**src/core/ptm_pkg.sv**
```systemverilog
package ptm_pkg;

   // Register byte offsets, one aligned word each
   localparam logic [7:0] OFF_CTRL0 = 8'h00;
   localparam logic [7:0] OFF_CTRL1 = 8'h04;
   localparam logic [7:0] OFF_CTRL2 = 8'h08;
   localparam logic [7:0] OFF_CNT_LO = 8'h0c;
   localparam logic [7:0] OFF_CNT_HI = 8'h10;
   localparam logic [7:0] OFF_CMPA_LO = 8'h14;
   localparam logic [7:0] OFF_CMPA_HI = 8'h18;
   localparam logic [7:0] OFF_CMPB_LO = 8'h1c;
   localparam logic [7:0] OFF_CMPB_HI = 8'h20;
   localparam logic [7:0] OFF_PER_LO = 8'h24;
   localparam logic [7:0] OFF_PER_HI = 8'h28;

   localparam logic [1:0] RESP_OKAY = 2'h0;
   localparam logic [1:0] RESP_SLVERR = 2'h2;

   localparam logic [7:0] CTRL_RST = 8'h00;
   localparam logic [7:0] CTRL0_WR_MASK = 8'hf8;
   localparam logic [7:0] CTRL2_WR_MASK = 8'h07;

   // Counter clock selections
   localparam logic [2:0] CKS_SYS_DIV4 = 3'h0;
   localparam logic [2:0] CKS_SYS = 3'h1;
   localparam logic [2:0] CKS_HI_DIV16 = 3'h2;
   localparam logic [2:0] CKS_HI_DIV64 = 3'h3;
   localparam logic [2:0] CKS_SUB_A = 3'h4;
   localparam logic [2:0] CKS_SUB_B = 3'h5;
   localparam logic [2:0] CKS_EXT_RISE = 3'h6;
   localparam logic [2:0] CKS_EXT_FALL = 3'h7;

   // Divider terminal counts
   localparam logic [5:0] DIV4_LAST = 6'h03;
   localparam logic [3:0] DIV16_LAST = 4'hf;
   localparam logic [5:0] DIV64_LAST = 6'h3f;

   // Pin actions, compare mode
   localparam logic [1:0] ACT_NONE = 2'h0;
   localparam logic [1:0] ACT_LOW = 2'h1;
   localparam logic [1:0] ACT_HIGH = 2'h2;
   localparam logic [1:0] ACT_TOGGLE = 2'h3;
   // Pin actions, PWM / single-pulse mode
   localparam logic [1:0] ACT_INACTIVE = 2'h0;
   localparam logic [1:0] ACT_ACTIVE = 2'h1;
   localparam logic [1:0] ACT_PWM = 2'h2;
   localparam logic [1:0] ACT_PULSE = 2'h3;
   // Capture edges
   localparam logic [1:0] CAP_RISE = 2'h0;
   localparam logic [1:0] CAP_FALL = 2'h1;
   localparam logic [1:0] CAP_BOTH = 2'h2;

   typedef enum logic [1:0] {
      PTM_MODE_CMP = 2'b00,
      PTM_MODE_CAP = 2'b01,
      PTM_MODE_PWM = 2'b10,
      PTM_MODE_TMR = 2'b11
   } ptm_mode_t;

   typedef struct packed {
      logic count_hold;
      logic [2:0] count_clock_sel;
      logic timer_run;
      logic [2:0] rsv;
   } ptm_ctrl0_t;

   typedef struct packed {
      ptm_mode_t op_mode_sel;
      logic [1:0] pin_action_sel;
      logic out_initial_level;
      logic out_invert;
      logic capture_src_sel;
      logic clear_source_sel;
   } ptm_ctrl1_t;

   typedef struct packed {
      logic [4:0] rsv;
      logic capture_route_hi;
      logic capture_route_lo;
      logic capture_extra_flag;
   } ptm_ctrl2_t;

endpackage

```
**src/core/ptm_timer.sv**
```systemverilog
// Our own choices: the placing of the registers and the AXI4-Lite interface to the registers.
`timescale 1ns/1ps
module ptm_timer
   import ptm_pkg::*;
#(
   parameter int unsigned CNT_W = 16,
   parameter bit IS_ZERO = 1'b1
)(
   input wire logic clk,
   input wire logic rst_b,
   input wire logic awvalid,
   output logic awready,
   input wire logic [7:0] awaddr,
   input wire logic wvalid,
   output logic wready,
   input wire logic [31:0] wdata,
   input wire logic [3:0] wstrb,
   output logic bvalid,
   input wire logic bready,
   output logic [1:0] bresp,
   input wire logic arvalid,
   output logic arready,
   input wire logic [7:0] araddr,
   output logic rvalid,
   input wire logic rready,
   output logic [31:0] rdata,
   output logic [1:0] rresp,
   input wire logic hi_clk_tick,
   input wire logic sub_clk_tick,
   input wire logic ext_clock_pin,
   input wire logic capture_in_pin,
   output logic timer_out_pin,
   output logic timer_out_inv_pin,
   output logic match_a_event,
   output logic match_p_event
);

   localparam logic [15:0] CNT_MASK = 16'((32'h0000_0001 << CNT_W) - 32'h0000_0001);

   // Register group
   ptm_ctrl0_t ctrl0, next_ctrl0;
   ptm_ctrl1_t ctrl1, next_ctrl1;
   ptm_ctrl2_t ctrl2, next_ctrl2;
   logic [15:0] cmp_a, next_cmp_a;
   logic [15:0] cmp_b, next_cmp_b;
   logic [15:0] period, next_period;
   logic [7:0] lo_buf, next_lo_buf;
   logic aw_got, next_aw_got;
   logic [7:0] aw_addr, next_aw_addr;
   logic w_got, next_w_got;
   logic [7:0] w_data, next_w_data;
   logic w_lane0, next_w_lane0;
   logic next_bvalid;
   logic [1:0] next_bresp;
   logic next_rvalid;
   logic [31:0] next_rdata;
   logic [1:0] next_rresp;
   logic [7:0] rd_addr, next_rd_addr;
   logic wr_fire;
   logic rd_fire;

   // Counter group
   logic [15:0] cnt, next_cnt;
   logic run_q, next_run_q;
   logic out_lvl, next_out_lvl;
   logic pulse_on, next_pulse_on;
   logic cap_q, next_cap_q;
   logic next_pin;
   logic next_match_a;
   logic next_match_p;

   logic tick;
   logic ext_rise;
   logic run_rise;
   logic at_top;
   logic hit_a;
   logic hit_p;
   logic clr;
   logic cap_src;
   logic cap_rise;
   logic cap_fall;
   logic cap_evt;
   logic to_b;
   logic cap_a;
   logic cap_b;
   logic active;

   // Pause gates only the count enable; dividers and bus stay alive
   ptm_tick_gen u_tick (
      .clk(clk),
      .rst_b(rst_b),
      .enable(ctrl0.timer_run && run_q && !ctrl0.count_hold),
      .clk_sel(ctrl0.count_clock_sel),
      .hi_clk_tick(hi_clk_tick),
      .sub_clk_tick(sub_clk_tick),
      .ext_clock_pin(ext_clock_pin),
      .tick(tick),
      .ext_rise(ext_rise)
   );

   assign awready = !aw_got;
   assign wready = !w_got;
   assign arready = !rvalid;
   assign wr_fire = aw_got && w_got && !bvalid;
   assign rd_fire = arvalid && !rvalid;

   always_comb begin
      next_ctrl0 = ctrl0;
      next_ctrl1 = ctrl1;
      next_ctrl2 = ctrl2;
      next_cmp_a = cmp_a;
      next_cmp_b = cmp_b;
      next_period = period;
      next_lo_buf = lo_buf;
      next_aw_got = aw_got;
      next_aw_addr = aw_addr;
      next_w_got = w_got;
      next_w_data = w_data;
      next_w_lane0 = w_lane0;
      next_bvalid = bvalid;
      next_bresp = bresp;
      next_rvalid = rvalid;
      next_rdata = rdata;
      next_rresp = rresp;
      next_rd_addr = rd_addr;
      if (awvalid && !aw_got) begin
         next_aw_got = 1'b1;
         next_aw_addr = awaddr;
      end
      if (wvalid && !w_got) begin
         next_w_got = 1'b1;
         next_w_data = wdata[7:0];
         next_w_lane0 = wstrb[0];
      end
      if (bvalid && bready) begin
         next_bvalid = 1'b0;
      end
      if (wr_fire) begin
         next_aw_got = 1'b0;
         next_w_got = 1'b0;
         next_bvalid = 1'b1;
         next_bresp = RESP_OKAY;
         case (aw_addr)
            OFF_CTRL0: if (w_lane0) next_ctrl0 = w_data & CTRL0_WR_MASK;
            OFF_CTRL1: if (w_lane0) next_ctrl1 = w_data;
            OFF_CTRL2: begin
               if (!IS_ZERO) next_bresp = RESP_SLVERR;
               else if (w_lane0) next_ctrl2 = w_data & CTRL2_WR_MASK;
            end
            OFF_CNT_LO, OFF_CNT_HI: next_bresp = RESP_OKAY;
            OFF_CMPA_LO, OFF_PER_LO: if (w_lane0) next_lo_buf = w_data;
            OFF_CMPB_LO: begin
               if (!IS_ZERO) next_bresp = RESP_SLVERR;
               else if (w_lane0) next_lo_buf = w_data;
            end
            OFF_CMPA_HI: if (w_lane0) next_cmp_a = {w_data, lo_buf} & CNT_MASK;
            OFF_PER_HI: if (w_lane0) next_period = {w_data, lo_buf} & CNT_MASK;
            OFF_CMPB_HI: begin
               if (!IS_ZERO) next_bresp = RESP_SLVERR;
               else if (w_lane0) next_cmp_b = {w_data, lo_buf} & CNT_MASK;
            end
            default: next_bresp = RESP_SLVERR;
         endcase
      end
      if (rvalid && rready) begin
         next_rvalid = 1'b0;
      end
      if (rd_fire) begin
         next_rvalid = 1'b1;
         next_rresp = RESP_OKAY;
         next_rdata = 32'h0000_0000;
         next_rd_addr = araddr;
         case (araddr)
            OFF_CTRL0: next_rdata[7:0] = ctrl0 & CTRL0_WR_MASK;
            OFF_CTRL1: next_rdata[7:0] = ctrl1;
            OFF_CTRL2: begin
               if (IS_ZERO) next_rdata[7:0] = ctrl2;
               else next_rresp = RESP_SLVERR;
            end
            OFF_CNT_LO, OFF_CMPA_LO, OFF_PER_LO: next_rdata[7:0] = lo_buf;
            OFF_CMPB_LO: begin
               if (IS_ZERO) next_rdata[7:0] = lo_buf;
               else next_rresp = RESP_SLVERR;
            end
            OFF_CNT_HI: begin
               next_rdata[7:0] = cnt[15:8] & CNT_MASK[15:8];
               next_lo_buf = cnt[7:0];
            end
            OFF_CMPA_HI: begin
               next_rdata[7:0] = cmp_a[15:8];
               next_lo_buf = cmp_a[7:0];
            end
            OFF_PER_HI: begin
               next_rdata[7:0] = period[15:8];
               next_lo_buf = period[7:0];
            end
            OFF_CMPB_HI: begin
               if (IS_ZERO) begin
                  next_rdata[7:0] = cmp_b[15:8];
                  next_lo_buf = cmp_b[7:0];
               end else begin
                  next_rresp = RESP_SLVERR;
               end
            end
            default: next_rresp = RESP_SLVERR;
         endcase
      end
      // Capture overrides a bus write landing in the same cycle
      if (cap_a) next_cmp_a = cnt;
      if (cap_b) next_cmp_b = cnt;
   end

   always_ff @(posedge clk) begin
      if (!rst_b) begin
         ctrl0 <= CTRL_RST;
         ctrl1 <= CTRL_RST;
         ctrl2 <= CTRL_RST;
         cmp_a <= 16'h0000;
         cmp_b <= 16'h0000;
         period <= 16'h0000;
         lo_buf <= 8'h00;
         aw_got <= 1'b0;
         aw_addr <= 8'h00;
         w_got <= 1'b0;
         w_data <= 8'h00;
         w_lane0 <= 1'b0;
         bvalid <= 1'b0;
         bresp <= RESP_OKAY;
         rvalid <= 1'b0;
         rdata <= 32'h0000_0000;
         rresp <= RESP_OKAY;
         rd_addr <= 8'h00;
      end else begin
         ctrl0 <= next_ctrl0;
         ctrl1 <= next_ctrl1;
         ctrl2 <= next_ctrl2;
         cmp_a <= next_cmp_a;
         cmp_b <= next_cmp_b;
         period <= next_period;
         lo_buf <= next_lo_buf;
         aw_got <= next_aw_got;
         aw_addr <= next_aw_addr;
         w_got <= next_w_got;
         w_data <= next_w_data;
         w_lane0 <= next_w_lane0;
         bvalid <= next_bvalid;
         bresp <= next_bresp;
         rvalid <= next_rvalid;
         rdata <= next_rdata;
         rresp <= next_rresp;
         rd_addr <= next_rd_addr;
      end
   end

   always_comb begin
      run_rise = ctrl0.timer_run && !run_q;
      at_top = (period == 16'h0000) ? (cnt == CNT_MASK) : (cnt == period);
      hit_a = tick && (cnt == cmp_a);
      hit_p = tick && at_top;
      if ((ctrl1.op_mode_sel == PTM_MODE_CMP || ctrl1.op_mode_sel == PTM_MODE_TMR)
          && ctrl1.clear_source_sel) begin
         clr = hit_a;
      end else begin
         clr = hit_p;
      end
      next_run_q = ctrl0.timer_run;
      next_cnt = cnt;
      if (run_rise) begin
         next_cnt = 16'h0000;
      end else if (tick) begin
         next_cnt = clr ? 16'h0000 : (16'(cnt + 16'h0001) & CNT_MASK);
      end
      next_match_a = hit_a;
      next_match_p = hit_p;
      cap_src = ctrl1.capture_src_sel ? ext_clock_pin : capture_in_pin;
      next_cap_q = cap_src;
      cap_rise = cap_src && !cap_q;
      cap_fall = !cap_src && cap_q;
      cap_evt = (ctrl1.op_mode_sel == PTM_MODE_CAP) && ctrl0.timer_run
                && (((ctrl1.pin_action_sel == CAP_RISE) && cap_rise)
                    || ((ctrl1.pin_action_sel == CAP_FALL) && cap_fall)
                    || ((ctrl1.pin_action_sel == CAP_BOTH) && (cap_rise || cap_fall)));
      to_b = IS_ZERO && (ctrl2.capture_route_hi || ctrl2.capture_route_lo) && cap_rise;
      cap_a = cap_evt && !to_b;
      cap_b = cap_evt && to_b;
      next_pulse_on = pulse_on;
      if (run_rise) next_pulse_on = 1'b0;
      else if (hit_a) next_pulse_on = 1'b0;
      if (ext_rise && ctrl0.timer_run) next_pulse_on = 1'b1;
      case (ctrl1.pin_action_sel)
         ACT_INACTIVE: active = 1'b0;
         ACT_ACTIVE: active = 1'b1;
         ACT_PWM: active = (cnt < cmp_a);
         ACT_PULSE: active = pulse_on;
         default: active = 1'b0;
      endcase
      next_out_lvl = out_lvl;
      case (ctrl1.op_mode_sel)
         PTM_MODE_CMP: begin
            if (run_rise) begin
               next_out_lvl = ctrl1.out_initial_level;
            end else if (hit_a) begin
               case (ctrl1.pin_action_sel)
                  ACT_LOW: next_out_lvl = 1'b0;
                  ACT_HIGH: next_out_lvl = 1'b1;
                  ACT_TOGGLE: next_out_lvl = !out_lvl;
                  default: next_out_lvl = out_lvl;
               endcase
            end
         end
         PTM_MODE_PWM: begin
            if (run_rise) next_out_lvl = ctrl1.out_initial_level;
            else next_out_lvl = active ? ctrl1.out_initial_level : !ctrl1.out_initial_level;
         end
         PTM_MODE_CAP: next_out_lvl = out_lvl;
         PTM_MODE_TMR: next_out_lvl = 1'b0;
         default: next_out_lvl = out_lvl;
      endcase
      if (ctrl1.op_mode_sel == PTM_MODE_TMR) begin
         next_pin = 1'b0;
      end else begin
         next_pin = next_out_lvl ^ ctrl1.out_invert;
      end
   end

   always_ff @(posedge clk) begin
      if (!rst_b) begin
         cnt <= 16'h0000;
         run_q <= 1'b0;
         out_lvl <= 1'b0;
         pulse_on <= 1'b0;
         cap_q <= 1'b0;
         timer_out_pin <= 1'b0;
         timer_out_inv_pin <= 1'b1;
         match_a_event <= 1'b0;
         match_p_event <= 1'b0;
      end else begin
         cnt <= next_cnt;
         run_q <= next_run_q;
         out_lvl <= next_out_lvl;
         pulse_on <= next_pulse_on;
         cap_q <= next_cap_q;
         timer_out_pin <= next_pin;
         timer_out_inv_pin <= !next_pin;
         match_a_event <= next_match_a;
         match_p_event <= next_match_p;
      end
   end
endmodule

```
**src/core/ptm_tick_gen.sv**
```systemverilog
`timescale 1ns/1ps
module ptm_tick_gen
   import ptm_pkg::*;
(
   input wire logic clk,
   input wire logic rst_b,
   input wire logic enable,
   input wire logic [2:0] clk_sel,
   input wire logic hi_clk_tick,
   input wire logic sub_clk_tick,
   input wire logic ext_clock_pin,
   output logic tick,
   output logic ext_rise
);

   logic [5:0] sys_div;
   logic [5:0] hi_div;
   logic ext_q;
   logic [5:0] next_sys_div;
   logic [5:0] next_hi_div;
   logic next_ext_q;
   logic src;
   logic ext_fall;

   always_comb begin
      next_sys_div = (sys_div == DIV4_LAST) ? 6'h00 : 6'(sys_div + 6'h01);
      next_hi_div = hi_clk_tick ? 6'(hi_div + 6'h01) : hi_div;
      next_ext_q = ext_clock_pin;
      ext_rise = ext_clock_pin && !ext_q;
      ext_fall = !ext_clock_pin && ext_q;
      case (clk_sel)
         CKS_SYS_DIV4: src = (sys_div == DIV4_LAST);
         CKS_SYS: src = 1'b1;
         CKS_HI_DIV16: src = hi_clk_tick && (hi_div[3:0] == DIV16_LAST);
         CKS_HI_DIV64: src = hi_clk_tick && (hi_div == DIV64_LAST);
         CKS_SUB_A: src = sub_clk_tick;
         CKS_SUB_B: src = sub_clk_tick;
         CKS_EXT_RISE: src = ext_rise;
         CKS_EXT_FALL: src = ext_fall;
         default: src = 1'b0;
      endcase
      tick = enable && src;
   end

   always_ff @(posedge clk) begin
      if (!rst_b) begin
         sys_div <= 6'h00;
         hi_div <= 6'h00;
         ext_q <= 1'b0;
      end else begin
         sys_div <= next_sys_div;
         hi_div <= next_hi_div;
         ext_q <= next_ext_q;
      end
   end

endmodule

```
**config.mk**
```make
export PLATFORM = sky130hd
export DESIGN_NAME = ptm_timer
export DESIGN_NICKNAME = d
export VERILOG_FILES = /design/src/core/ptm_pkg.sv /design/src/core/ptm_timer.sv /design/src/core/ptm_tick_gen.sv
export SDC_FILE = /design/constraint.sdc
export NUM_CORES = 1
export LEC_CHECK = 0
export ABC_CLOCK_PERIOD_IN_PS = 2700
export BUFFER_PORTS_ARGS = -buffer_cell sky130_fd_sc_hd__buf_4
export CORE_UTILIZATION = 30
export CTS_BUF_LIST = sky130_fd_sc_hd__clkbuf_16
export DETAILED_ROUTE_END_ITERATION = 12
export SYNTH_ARGS = -nofsm -noshare
export SYNTH_HDL_FRONTEND = slang
export SYNTH_SLANG_ARGS = --single-unit
```
**constraint.sdc**
```tcl
create_clock -name clk -period 2.7 [get_ports clk]
set_input_delay 0.54 -clock clk [delete_from_list [all_inputs] [get_ports clk]]
set_output_delay 0.54 -clock clk [all_outputs]
set_load 0.05 [all_outputs]
```
# == Word-level counts from Yosys, hierarchy flattened ==
# Cells that the tools add are included.
# op_classes
addsub,3
multipliers,0
div,0
magnitude_cmp,1
eq_ne,39
shifts,0
n_mux,35
bitwise,2
n_reduce_logical,77
# op_table
cell,count
$mux W16,8
$eq A8 B5 Y1 const B,8
$pmux W8 S8,1
$eq A8 B6 Y1 const B,6
$eq A16 B16 Y1,2
$eq A8 B4 Y1 const B,4
$mux W8,4
$pmux W8 S4,1
$logic_and A1 B1 Y1,29
$reduce_or A11 Y1,2
$reduce_and A3 Y1,6
$add A16 B1 Y16 const B,1
$eq A16 B16 Y1 const B,1
$eq A8 B3 Y1 const B,2
$logic_not A16 Y1,1
$logic_not A8 Y1,2
$lt A16 B16 Y1,1
$reduce_bool A2 Y1,8
$mux W1,15
$logic_not A1 Y1,14
$add A6 B1 Y6 const B,2
$eq A3 B3 Y1 const B,4
$eq A2 B2 Y1 const B,4
$pmux W1 S4,2
18 further kinds,29
# word_totals
regBits,142
latchBits,0
ramBits,0
romBits,0
out_inout_bits,45
word_cells,195
mem_count,0

# == Depth between registers and ports, before layout ==
# Gate-level depths: netlist of run 1.
# depth
depth_word,11
ltp_mapped,10

# == By module ==
# Synthesis of run 1 repeated with hierarchy kept, for this count alone.
# unflattened
cells_unflattened,920
hier_area_um2,7557.2
# modules_own_cells
mod,n_inst,cells_each,area_per_inst_um2
ptm_timer,1,859,6967.9
ptm_tick_gen,1,61,589.3

# == Worst setup path after synthesis of run 1 ==
# Ideal clock, no wire load.
# synth_path
path_kind,in2reg
startpoint,input port hi_clk_tick
endpoint,register cnt[12]
setup_ps,115
arrival_ps,2295
setup_slack_ps,290
path_stages,8
n_path_buf,1
cell_sequence,nand4_1 > a21o_1 > mux4_2 > nor2_1 > a21boi_0 > o211ai_4 > buf_6 > nor2_1
# synth_via
elab_chain_cells,6
word_cells_on_any_way,8
classes_between,mux: 3; reduce/logical: 5
# synth_lines
item,line_no,source
start: declaration,ptm_timer.sv:28,"input wire logic hi_clk_tick,"
"$logic_and A1 B1 Y1, on equally long branches","ptm_tick_gen.sv:35, ptm_tick_gen.sv:34",
$pmux W1 S7 *,ptm_tick_gen.sv:31,case (clk_sel)
$logic_and A1 B1 Y1 *,ptm_tick_gen.sv:42,tick = enable && src;
"$logic_and A1 B1 Y1, on equally long branches","ptm_timer.sv:259, ptm_timer.sv:258",
$mux W1,ptm_timer.sv:260,if ((ctrl1.op_mode_sel == PTM_MODE_CMP || ctrl1.op_mode_sel == PTM_MODE_TMR)
$mux W16,ptm_timer.sv:271,next_cnt = clr ? 16'h0000 : (16'(cnt + 16'h0001) & CNT_MASK);
end signal: assignment,ptm_timer.sv:338,cnt <= next_cnt;
end: declaration,ptm_timer.sv:63,"logic [15:0] cnt, next_cnt;"
# Every way passes the cells marked *; elsewhere a longest branch is shown, timed or not.
# A chain may end at the register's enable or synchronous reset.

# == Final worst setup path of run 1 ==
# layout_path
startpoint,register cmp_a[7]
endpoint,register timer_out_pin
# layout_via
elab_chain_cells,7
word_cells_on_any_way,11
classes_between,order compare: 1; eq/ne: 1; mux: 7; bitwise: 1; reduce/logical: 1
# layout_lines
item,line_no,source
start: declaration,ptm_timer.sv:44,"logic [15:0] cmp_a, next_cmp_a;"
start signal: assignment,ptm_timer.sv:237,cmp_a <= next_cmp_a;
$lt A16 B16 Y1 / $eq A16 B16 Y1 (equally long branches),"ptm_timer.sv:293, ptm_timer.sv:258",
$pmux W1 S4 / $logic_and A1 B1 Y1 (equally long branches),"ptm_timer.sv:290, ptm_timer.sv:258",
"$mux W1, on equally long branches","ptm_timer.sv:313, ptm_timer.sv:302",
"$mux W1, on equally long branches","ptm_timer.sv:312, ptm_timer.sv:300",
$pmux W1 S4 *,ptm_timer.sv:298,case (ctrl1.op_mode_sel)
$xor A1 B1 Y1 *,ptm_timer.sv:322,next_pin = next_out_lvl ^ ctrl1.out_invert;
$mux W1 *,ptm_timer.sv:319,if (ctrl1.op_mode_sel == PTM_MODE_TMR) begin
end signal: assignment,ptm_timer.sv:343,timer_out_pin <= next_pin;
end: declaration,ptm_timer.sv:32,"output logic timer_out_pin,"
# Marks and branches as above.

==> flow_summary.yaml, run 1 <==
outcome:
  status: "finished clean"
timing:
  maxSlewHeadroom_pct: 53.83
  rsz0062_at_grt: "no"
  final_hold_viol_count: 0
  period_minus_slack_ns: 2.578
  fin_setup_tns_ns: 0
  maxSlewViolCount: 0
  finClkSkew_ns: 0.01417
  worst_slew_pin_slew_ns: 0.6909
  setup_viol_count_final: 0
  fmax_ghz: 0.3880
  fin_crit_sh_pct: 95.46
setup_path:
  cp-startpoint: "cmp_a[7]"
  cp_slowest_cell: "or4_1"
  startpoint_type: "flip-flop"
  path_class: "reg2reg"
  cp-end-kind: "flip-flop"
  critical_path_peak_fanout: 3
  regToRegSetupSlack_ns: 0.12
  path_cells: "inv_1 > ha_1 > a21oi_1 > o21ai_0 > a221o_1 > or4_1 > nand3_1 > a21oi_1 > or2_1"
  max_stage_delay_ns: 0.52
  critPathBufInv: 1
  cpMostUsedCell: "a21oi_1"
  r2r_start: "cmp_a[7]"
  critPathRequiredTime_ns: 3.01
  worstPathArrival_ns: 2.89
  crit_family: "simple AND/OR/NAND/NOR gates"
placement:
  port_buffers: 54
  hpwl_um: 15640
  placed_cells: 1265
  place_congestion: 0.8500
floorplanning:
  row_count: 57
  io-pin-count: 108
  dieArea_um2: 25520
  core-area_um2: 24390
  dieWidth_um: 159.7
  initial_core_util_pct: 30.60
  fp.dieH_um: 159.7
logic_synthesis:
  yosys_register_bits: 140
  ys_types: 63
  synth-main-ff-cell: "dfxtp_1"
  synth.largest_area_cell: "dfxtp_1"
  synth.area.top_cells: "dfxtp_1 (38%), mux2i_1 (6.8%), nor2_1 (5.6%)"
  ys_seq_area_share_pct: 37.55
  synth_top_area_share_pct: 37.55
  synthArstFlopShare_pct: 0
  synth_cells: 887
  syn-cell-area_um2: 7465
  syn_area_per_cell_um2: 8.416
  synth_edf_count: 0
  ys_warn_count: 0
power:
  switching_power_w: 0.001290
  p_int_w: 0.003791
  power_w: 0.005081
  power_density_nw_per_um2: 560.7
  p_comb_share_pct: 7.7
  p_leak_nw: 3.367
  netSwitchingFraction_pct: 25.38
  pwr-share-seq_pct: 42.5
  vdd_ir_drop_max_mv: 0.4494
  pwr-share-clk_pct: 49.8
run:
  drv_cap: 0
drt:
  drt-initial-drc-count: 589
  firstDrtPassIters: 5
  routedWlPerCell_um: 16.92
  vias_per_cell: 5.140
  vias: 6677
  wl_um: 21980
  drc: 0
  ant_nets: 0
cts:
  clockBufferDepth: 2
  cts_tree: "built"
  clock-root-buffer: "clkbuf_16"
  cts_buffers: 17
  clkLatencyLatePin_ns: 0.43
  clock-sinks: 140
  cts.clk_slew.worst_paths_ns: 0.06
  holdBufCountCts: 0
  htreeDepth: 4
global_routing:
  antenna_found_initial: 0
  grt_pass1_wl_um: 34850
  grt_pass1_vias: 6325
  grt_max_degree: 71
  grtUsageTotal_pct: 17.54
  grt_overflow: 0
final_layout:
  nFillCells: 2515
  nets: 1050
  utilization_pct: 37.16
  mostFrequentLayoutCells: "dfxtp_1 (140), nor2_1 (112), nand2_1 (111)"
  layout-drive-gt1-share_pct: 16.31
  stdcell_count: 1299
  diodes: 0
  layout_commonest_cell: "dfxtp_1"
  area_growth_syn_to_layout_pct: 21.40
min_path:
  worstHoldStart: "rready"
  min_path_type: "in2reg"
==> cell usage after synthesis (19+ instances only) <==
library cell / count
a211oi_1: 19
a21oi_1: 48
a22oi_1: 24
buf_4: 28
clkbuf_1: 40
dfxtp_1: 140
ha_1: 25
inv_1: 27
mux2i_1: 51
nand2_1: 111
nand3_1: 30
nor2_1: 112
o21ai_0: 28
xor2_1: 20
==> kinds of logic after synthesis <==
logic type / count (synthesis) / synth area share [%]
other: 1 / 0.05024
multiplexers: 52 / 7.140
flip-flops: 140 / 37.55
buffers and inverters: 105 / 6.788
adder cells (fa/ha/maj): 25 / 4.190
AND/OR/NAND/NOR: 339 / 21.97
AO/OA/AOI/OAI: 191 / 18.32
XOR/XNOR: 34 / 3.989
==> sequential cells by signal, summed over array words and instances (netlist names), 3 cells and up <==
signal / flops
u_tick.sys_div: 6
ctrl2: 3
cmp_b: 16
lo_buf: 8
u_tick.hi_div: 6
rdata: 8
cnt: 16
aw_addr: 8
period: 16
ctrl0: 4
ctrl1: 8
w_data: 8
cmp_a: 16
==> routing by layer <==
| layer | wire length, µm | vias up | global-route usage (%) |
|---|---|---|---|
| met2 | 9700 | 222 | 27.11 |
| li1 | - | 3275 | - |
| met1 | 10410 | 3141 | 24.30 |
| met3 | 1403 | 39 | 2.597 |
| met5 | 0 | - | 0 |
| met4 | 469 | 0 | 7.212 |
==> path summary, 6_finish.rpt <==
check             cells after the start                end
hold / removal                        2             rvalid
hold reg to reg                       1  u_tick.sys_div[0]
setup reg to reg                      9      timer_out_pin
setup / recovery                      9      timer_out_pin
==> layout make-up <==
class / count / area (µm²) / area share, %
Inverter: 27 / 101.3 / 1.118
Clock inverter: 15 / 210.2 / 2.319
Timing Repair Buffer: 109 / 855.8 / 9.444
Clock buffer: 17 / 425.4 / 4.694
Tap cell: 324 / 405.4 / 4.473
Sequential cell: 140 / 2803 / 30.93
Multi-Input combinational cell: 667 / 4262 / 47.02
==> per-stage QoR <==
step,hold slack [ns],worst slack (ns),cell area [µm²]
after floorplan,0.4130,0.2903,7559
after global routing,0.2960,0.008843,9062
final,0.2946,0.1225,9062
after CTS,0.2822,0.09339,9035
after detailed placement,0.4326,0.09582,8399
after global placement,0.4277,0.1389,8399
==> power by group through the flow <==
stage	logic, W	clock network (W)	registers [W]
floorplan	0.000264	0	0.00222
global placement	0.000386	0	0.00220
detailed placement	0.000389	0	0.00220
CTS	0.000390	0.00257	0.00216
global route	0.000418	0.00267	0.00216
finish	0.000390	0.00253	0.00216
==> repair_timing <==
item                       in CTS  in global routing
setup endpoints to repair       0                 18
resized for setup               0                  2
buffers inserted                0                  2
==> worst register-to-register path, cell delays in order (launching register included) <==
cell     delay, ns
dfxtp_1       0.38
inv_1         0.06
ha_1          0.32
a21oi_1       0.14
o21ai_0       0.20
a221o_1       0.41
or4_1         0.52
nand3_1       0.13
a21oi_1       0.09
or2_1         0.24
Power figures use the tool's default switching activity.
==> run 2, diff against run 1 <==
--- a/config.mk
+++ b/config.mk
@@ -6,7 +6,7 @@
 export NUM_CORES = 1
 export LEC_CHECK = 0
 export ABC_CLOCK_PERIOD_IN_PS = 2700
-export BUFFER_PORTS_ARGS = -buffer_cell sky130_fd_sc_hd__buf_4
+export BUFFER_PORTS_ARGS = -buffer_cell sky130_fd_sc_hd__buf_2
 export CORE_UTILIZATION = 30
 export CTS_BUF_LIST = sky130_fd_sc_hd__clkbuf_16
 export DETAILED_ROUTE_END_ITERATION = 12
==> run 2 against run 1 <==
Global-route usage fell by 0.070 points. Sequential power hardly changed. Largest cell class unchanged. Clock power is 6% lower. Setup slack gained 0.020 ns. Critical path type unchanged. Critical path depth unchanged. Die area unchanged. Sequential cell count stayed put.
==> flow_summary.yaml, run 2 (synthesized netlist as in run 1, its figures left out) <==
outcome:
  status: "finished clean"
cts:
  cts_setup_buffers: 0
  clockBufferDepth: 2
  cts.clk_slew.worst_paths_ns: 0.06
  clock-root-buffer: "clkbuf_16"
  clkLatencyLatePin_ns: 0.44
  clock-sinks: 140
  holdBufCountCts: 0
  cts_buffers: 17
  htreeDepth: 4
  cts_tree: "built"
final_layout:
  nets: 1049
  layout_commonest_cell: "dfxtp_1"
  area_growth_syn_to_layout_pct: 18.77
  layout-drive-gt1-share_pct: 16.22
  post-route-cell-area_um2: 8866
  nFillCells: 2566
  diodes: 0
  mostFrequentLayoutCells: "dfxtp_1 (140), nor2_1 (112), nand2_1 (111)"
min_path:
  hold_depth: 2
  min_path_type: "in2reg"
  worstHoldStart: "rready"
timing:
  fin_setup_tns_ns: 0
  rsz0062_at_grt: "no"
  finClkSkew_ns: 0.01438
  fmax_ghz: 0.3910
  maxSlewHeadroom_pct: 58.78
  setup_viol_count_final: 0
  period_minus_slack_ns: 2.558
  final_hold_viol_count: 0
  fin_crit_sh_pct: 94.72
  maxSlewViolCount: 0
  worst_slew_pin_slew_ns: 0.6127
floorplanning:
  dieArea_um2: 25520
  fp.dieH_um: 159.7
  dieWidth_um: 159.7
  initial_core_util_pct: 30.60
  core-area_um2: 24390
  row_count: 57
  io-pin-count: 108
global_routing:
  grtUsageTotal_pct: 17.47
  antenna_found_initial: 0
  grt_pass1_wl_um: 34790
  grt_pass1_vias: 6305
  grt_max_degree: 47
  grt_overflow: 0
setup_path:
  cp-startpoint: "cmp_a[7]"
  critPathRequiredTime_ns: 3.02
  r2r_cells: 9
  cpMostUsedCell: "a21oi_1"
  critical_path_peak_fanout: 3
  worstPathArrival_ns: 2.88
  cp-end-kind: "flip-flop"
  cp_slowest_cell: "or4_1"
  path_class: "reg2reg"
  path_cells: "inv_1 > ha_1 > a21oi_1 > o21ai_0 > a221o_1 > or4_1 > nand3_1 > a21oi_1 > or2_1"
  startpoint_type: "flip-flop"
  r2r_start: "cmp_a[7]"
  max_stage_delay_ns: 0.52
placement:
  dpl_cell_area_um2: 8272
  port_buffers: 54
  hpwl_um: 15790
  place_congestion: 0.8498
power:
  vdd_ir_drop_max_mv: 0.4383
  power_density_nw_per_um2: 552.0
  p_leak_nw: 3.295
drt:
  drt-initial-drc-count: 584
  vias_per_cell: 5.194
  routedWlPerCell_um: 16.95
  drc: 0
  vias: 6742
  ant_nets: 0
  wl_um: 22000
  firstDrtPassIters: 5
run:
  drv_cap: 0
==> run 2: power breakdown <==
group | switching (W) | leakage [nW] | internal (W)
logic | 0.000270 | 1.88 | 0.0000977
clock network | 0.000994 | 0.276 | 0.00137
registers | 0.0000523 | 1.13 | 0.00211
==> run 2: final timing paths <==
check	endpoint	slack, ns
worst min-delay path	rvalid	0.28
worst max register to register	timer_out_pin	0.14
worst max-delay path	timer_out_pin	0.14
worst min register to register	u_tick.sys_div[0]	0.44
==> run 2: timing repair <==
action	4_1_cts	5_1_grt
endpoints found under the setup margin	0	16
resized for setup	0	2
hold endpoints to repair	0	0
==> run 2: final cells by class <==
type	instances	area (µm²)	share of cell area, %
multi-input combinational	667	4255	48.00
clock buffer	17	425.4	4.798
inverter	27	101.3	1.143
clock inverter	15	162.7	1.835
tap	324	405.4	4.572
sequential	140	2803	31.61
timing repair buffer	108	713.2	8.044
==> run 2: metal layers <==
| metal | share of wire [%] | track usage, % | vias up |
|---|---|---|---|
| li1 | - | - | 3273 |
| met1 | 47 | 24.62 | 3185 |
| met2 | 44 | 26.14 | 247 |
| met3 | 6.6 | 3.455 | 37 |
| met4 | 2.4 | 6.469 | 0 |
| met5 | 0 | 0 | - |
==> run 2: stage by stage <==
step	worst slack [ns]	std cells	utilization, %	power (W)	hold slack (ns)
floorplan	0.2903	912	-	0.002487	0.4130
global placement	0.1042	1266	33.91	0.002568	0.4278
detailed placement	0.07277	1266	33.91	0.002573	0.4330
CTS	0.1391	1298	36.32	0.004916	0.2802
global route	0.01043	1298	36.35	0.005054	0.2781
finish	0.1425	1298	36.35	0.004894	0.2795
==> run 2: worst max-delay path, delay by kind of cell, from the launching register on <==
family,cells,cell delay (ns)
buf+inv,1,0.07
flops,1,0.38
fa+ha+maj,1,0.32
compound gates,4,0.80
simple gates,3,0.88
==> run 3, diff against run 2 <==
--- a/config.mk
+++ b/config.mk
@@ -7,7 +7,7 @@
 export LEC_CHECK = 0
 export ABC_CLOCK_PERIOD_IN_PS = 2700
 export BUFFER_PORTS_ARGS = -buffer_cell sky130_fd_sc_hd__buf_2
-export CORE_UTILIZATION = 30
+export CORE_UTILIZATION = 40
 export CTS_BUF_LIST = sky130_fd_sc_hd__clkbuf_16
 export DETAILED_ROUTE_END_ITERATION = 12
 export SYNTH_ARGS = -nofsm -noshare
==> run 3 against run 2 <==
The run now ends with design-rule violations left. Setup slack better by 0.037 ns. Sequential share of layout area is 0.43 points higher. Non-clock buffer count is 3 higher. Sequential cell count stayed put. Largest power group unchanged.
==> flow_summary.yaml, run 3 (synthesized netlist as in run 1, its figures left out) <==
outcome:
  status: "finished, violations left"
  violations: "design-rule violations"
global_routing:
  grt_overflow: 0
  grtUsageTotal_pct: 23.27
  antenna_found_initial: 0
  grt_pass1_wl_um: 34490
  grt_max_degree: 36
  grt_pass1_vias: 6167
setup_path:
  critPathRequiredTime_ns: 3.01
  reg2reg_to: "cnt[10]"
  path_cells: "ha_1 > nand4_1 > a21o_1 > mux4_2 > a211oi_1 > a41oi_2 > o211ai_4 > buf_4 > nor2_1"
  cp-end-kind: "flip-flop"
  r2r_cells: 9
  worstPathArrival_ns: 2.83
  startpoint_type: "flip-flop"
  r2r_start: "u_tick.hi_div[0]"
  critical_path_peak_fanout: 8
  cp_slowest_cell: "mux4_2"
  regToRegSetupSlack_ns: 0.18
  path_class: "reg2reg"
  max_stage_delay_ns: 0.57
  crit_family: "compound AO/OA/AOI/OAI gates"
  critPathBufInv: 1
final_layout:
  mostFrequentLayoutCells: "dfxtp_1 (140), nor2_1 (112), nand2_1 (111)"
  nFillCells: 1760
  layout-drive-gt1-share_pct: 15.93
  area_growth_syn_to_layout_pct: 17.16
  layout_commonest_cell: "dfxtp_1"
  nets: 1052
  post-route-cell-area_um2: 8746
  diodes: 0
min_path:
  hold_depth: 2
  whs_endpoint: "rvalid"
  min_path_type: "in2reg"
  worstHoldStart: "rready"
power:
  power_density_nw_per_um2: 549.9
  power_w: 0.004810
  p_leak_nw: 3.315
  vdd_ir_drop_max_mv: 0.4586
timing:
  fin_ws_ns: 0.1793
  setup_viol_count_final: 0
  rsz0062_at_grt: "no"
  fin_setup_tns_ns: 0
  final_hold_viol_count: 0
  finClkSkew_ns: 0.01100
  fmax_ghz: 0.3967
  maxSlewViolCount: 0
  worst_slew_pin_slew_ns: 0.6470
  fin_crit_sh_pct: 93.36
  maxSlewHeadroom_pct: 56.77
  period_minus_slack_ns: 2.521
cts:
  cts.clk_slew.worst_paths_ns: 0.06
  htreeDepth: 4
  clock-root-buffer: "clkbuf_16"
  clock-sinks: 140
  cts_tree: "built"
  clockBufferDepth: 2
  clkLatencyLatePin_ns: 0.42
  cts_buffers: 17
floorplanning:
  dieWidth_um: 138.6
  dieArea_um2: 19210
  initial_core_util_pct: 41.13
  core-area_um2: 18150
  row_count: 49
  fp.dieH_um: 138.6
  io-pin-count: 108
drt:
  ant_nets: 0
  vias: 6715
  drt-initial-drc-count: 656
  wl_um: 21560
  drc: 14
  routedWlPerCell_um: 17.94
  vias_per_cell: 5.587
  firstDrtPassIters: 9
placement:
  port_buffers: 54
  place_congestion: 0.8325
  hpwl_um: 15400
  dpl_cell_area_um2: 8175
  pre_cts_ws_ns: 0.1035
run:
  drv_cap: 0
==> run 3: area by class of cell <==
type,instances,area (µm²),share of cell area [%]
Multi-Input combinational cell,667,4260,48.71
Sequential cell,140,2803,32.05
Timing Repair Buffer,111,735.7,8.412
Clock buffer,17,425.4,4.864
Tap cell,229,286.5,3.276
Clock inverter,11,133.9,1.531
Inverter,27,101.3,1.159
==> run 3: stage by stage <==
step                      utilization [%]  std cells  hold WS (ns)
after floorplan                         -        912        0.4130
after global placement              45.05       1174        0.4294
after detailed placement            45.05       1174        0.4338
after CTS                           48.13       1202        0.2822
after global routing                48.19       1202        0.2955
final                               48.19       1202        0.2954
==> run 3: worst register-to-register path, stage by stage, from the launching register on <==
cell and delay, ns:
dfxtp_1 0.36, ha_1 0.18, nand4_1 0.15, a21o_1 0.18
mux4_2 0.57, a211oi_1 0.34, a41oi_2 0.20, o211ai_4 0.20
buf_4 0.18, nor2_1 0.05
==> run 3: how the worst max path moves through the flow <==
stage,slack (ns),cells past startpoint,endpoint,startpoint
after floorplan,0.29,8,cnt[12],hi_clk_tick
after global placement,0.13,9,timer_out_pin,cmp_a[7]
after detailed placement,0.10,9,timer_out_pin,cmp_a[7]
after CTS,0.09,9,timer_out_pin,cmp_a[7]
after global routing,0.02,9,cnt[1],u_tick.hi_div[0]
final,0.18,9,cnt[10],u_tick.hi_div[0]
==> run 3: timing repair <==
item                                    4_1_cts  5_1_grt
buffers inserted                              0        0
gates resized for setup                       0        5
hold buffers                                  0        0
endpoints found under the setup margin        0        2
==> run 3: layer usage <==
layer	wire (µm)	up-vias	global-route usage [%]	share of wire [%]
met5	0	-	0	0
met4	516	0	9.403	2.4
met3	1234	38	3.488	5.7
met2	9329	256	34.46	43
met1	10480	3151	33.68	49
li1	-	3270	-	-
==> run 3: power by group <==
part / switching (W) / total [W] / leakage, nW / internal [W]
sequential: 0.0000531 / 0.00216 / 1.13 / 0.00211
clock: 0.000867 / 0.00228 / 0.278 / 0.00141
combinational: 0.000269 / 0.000366 / 1.90 / 0.0000973
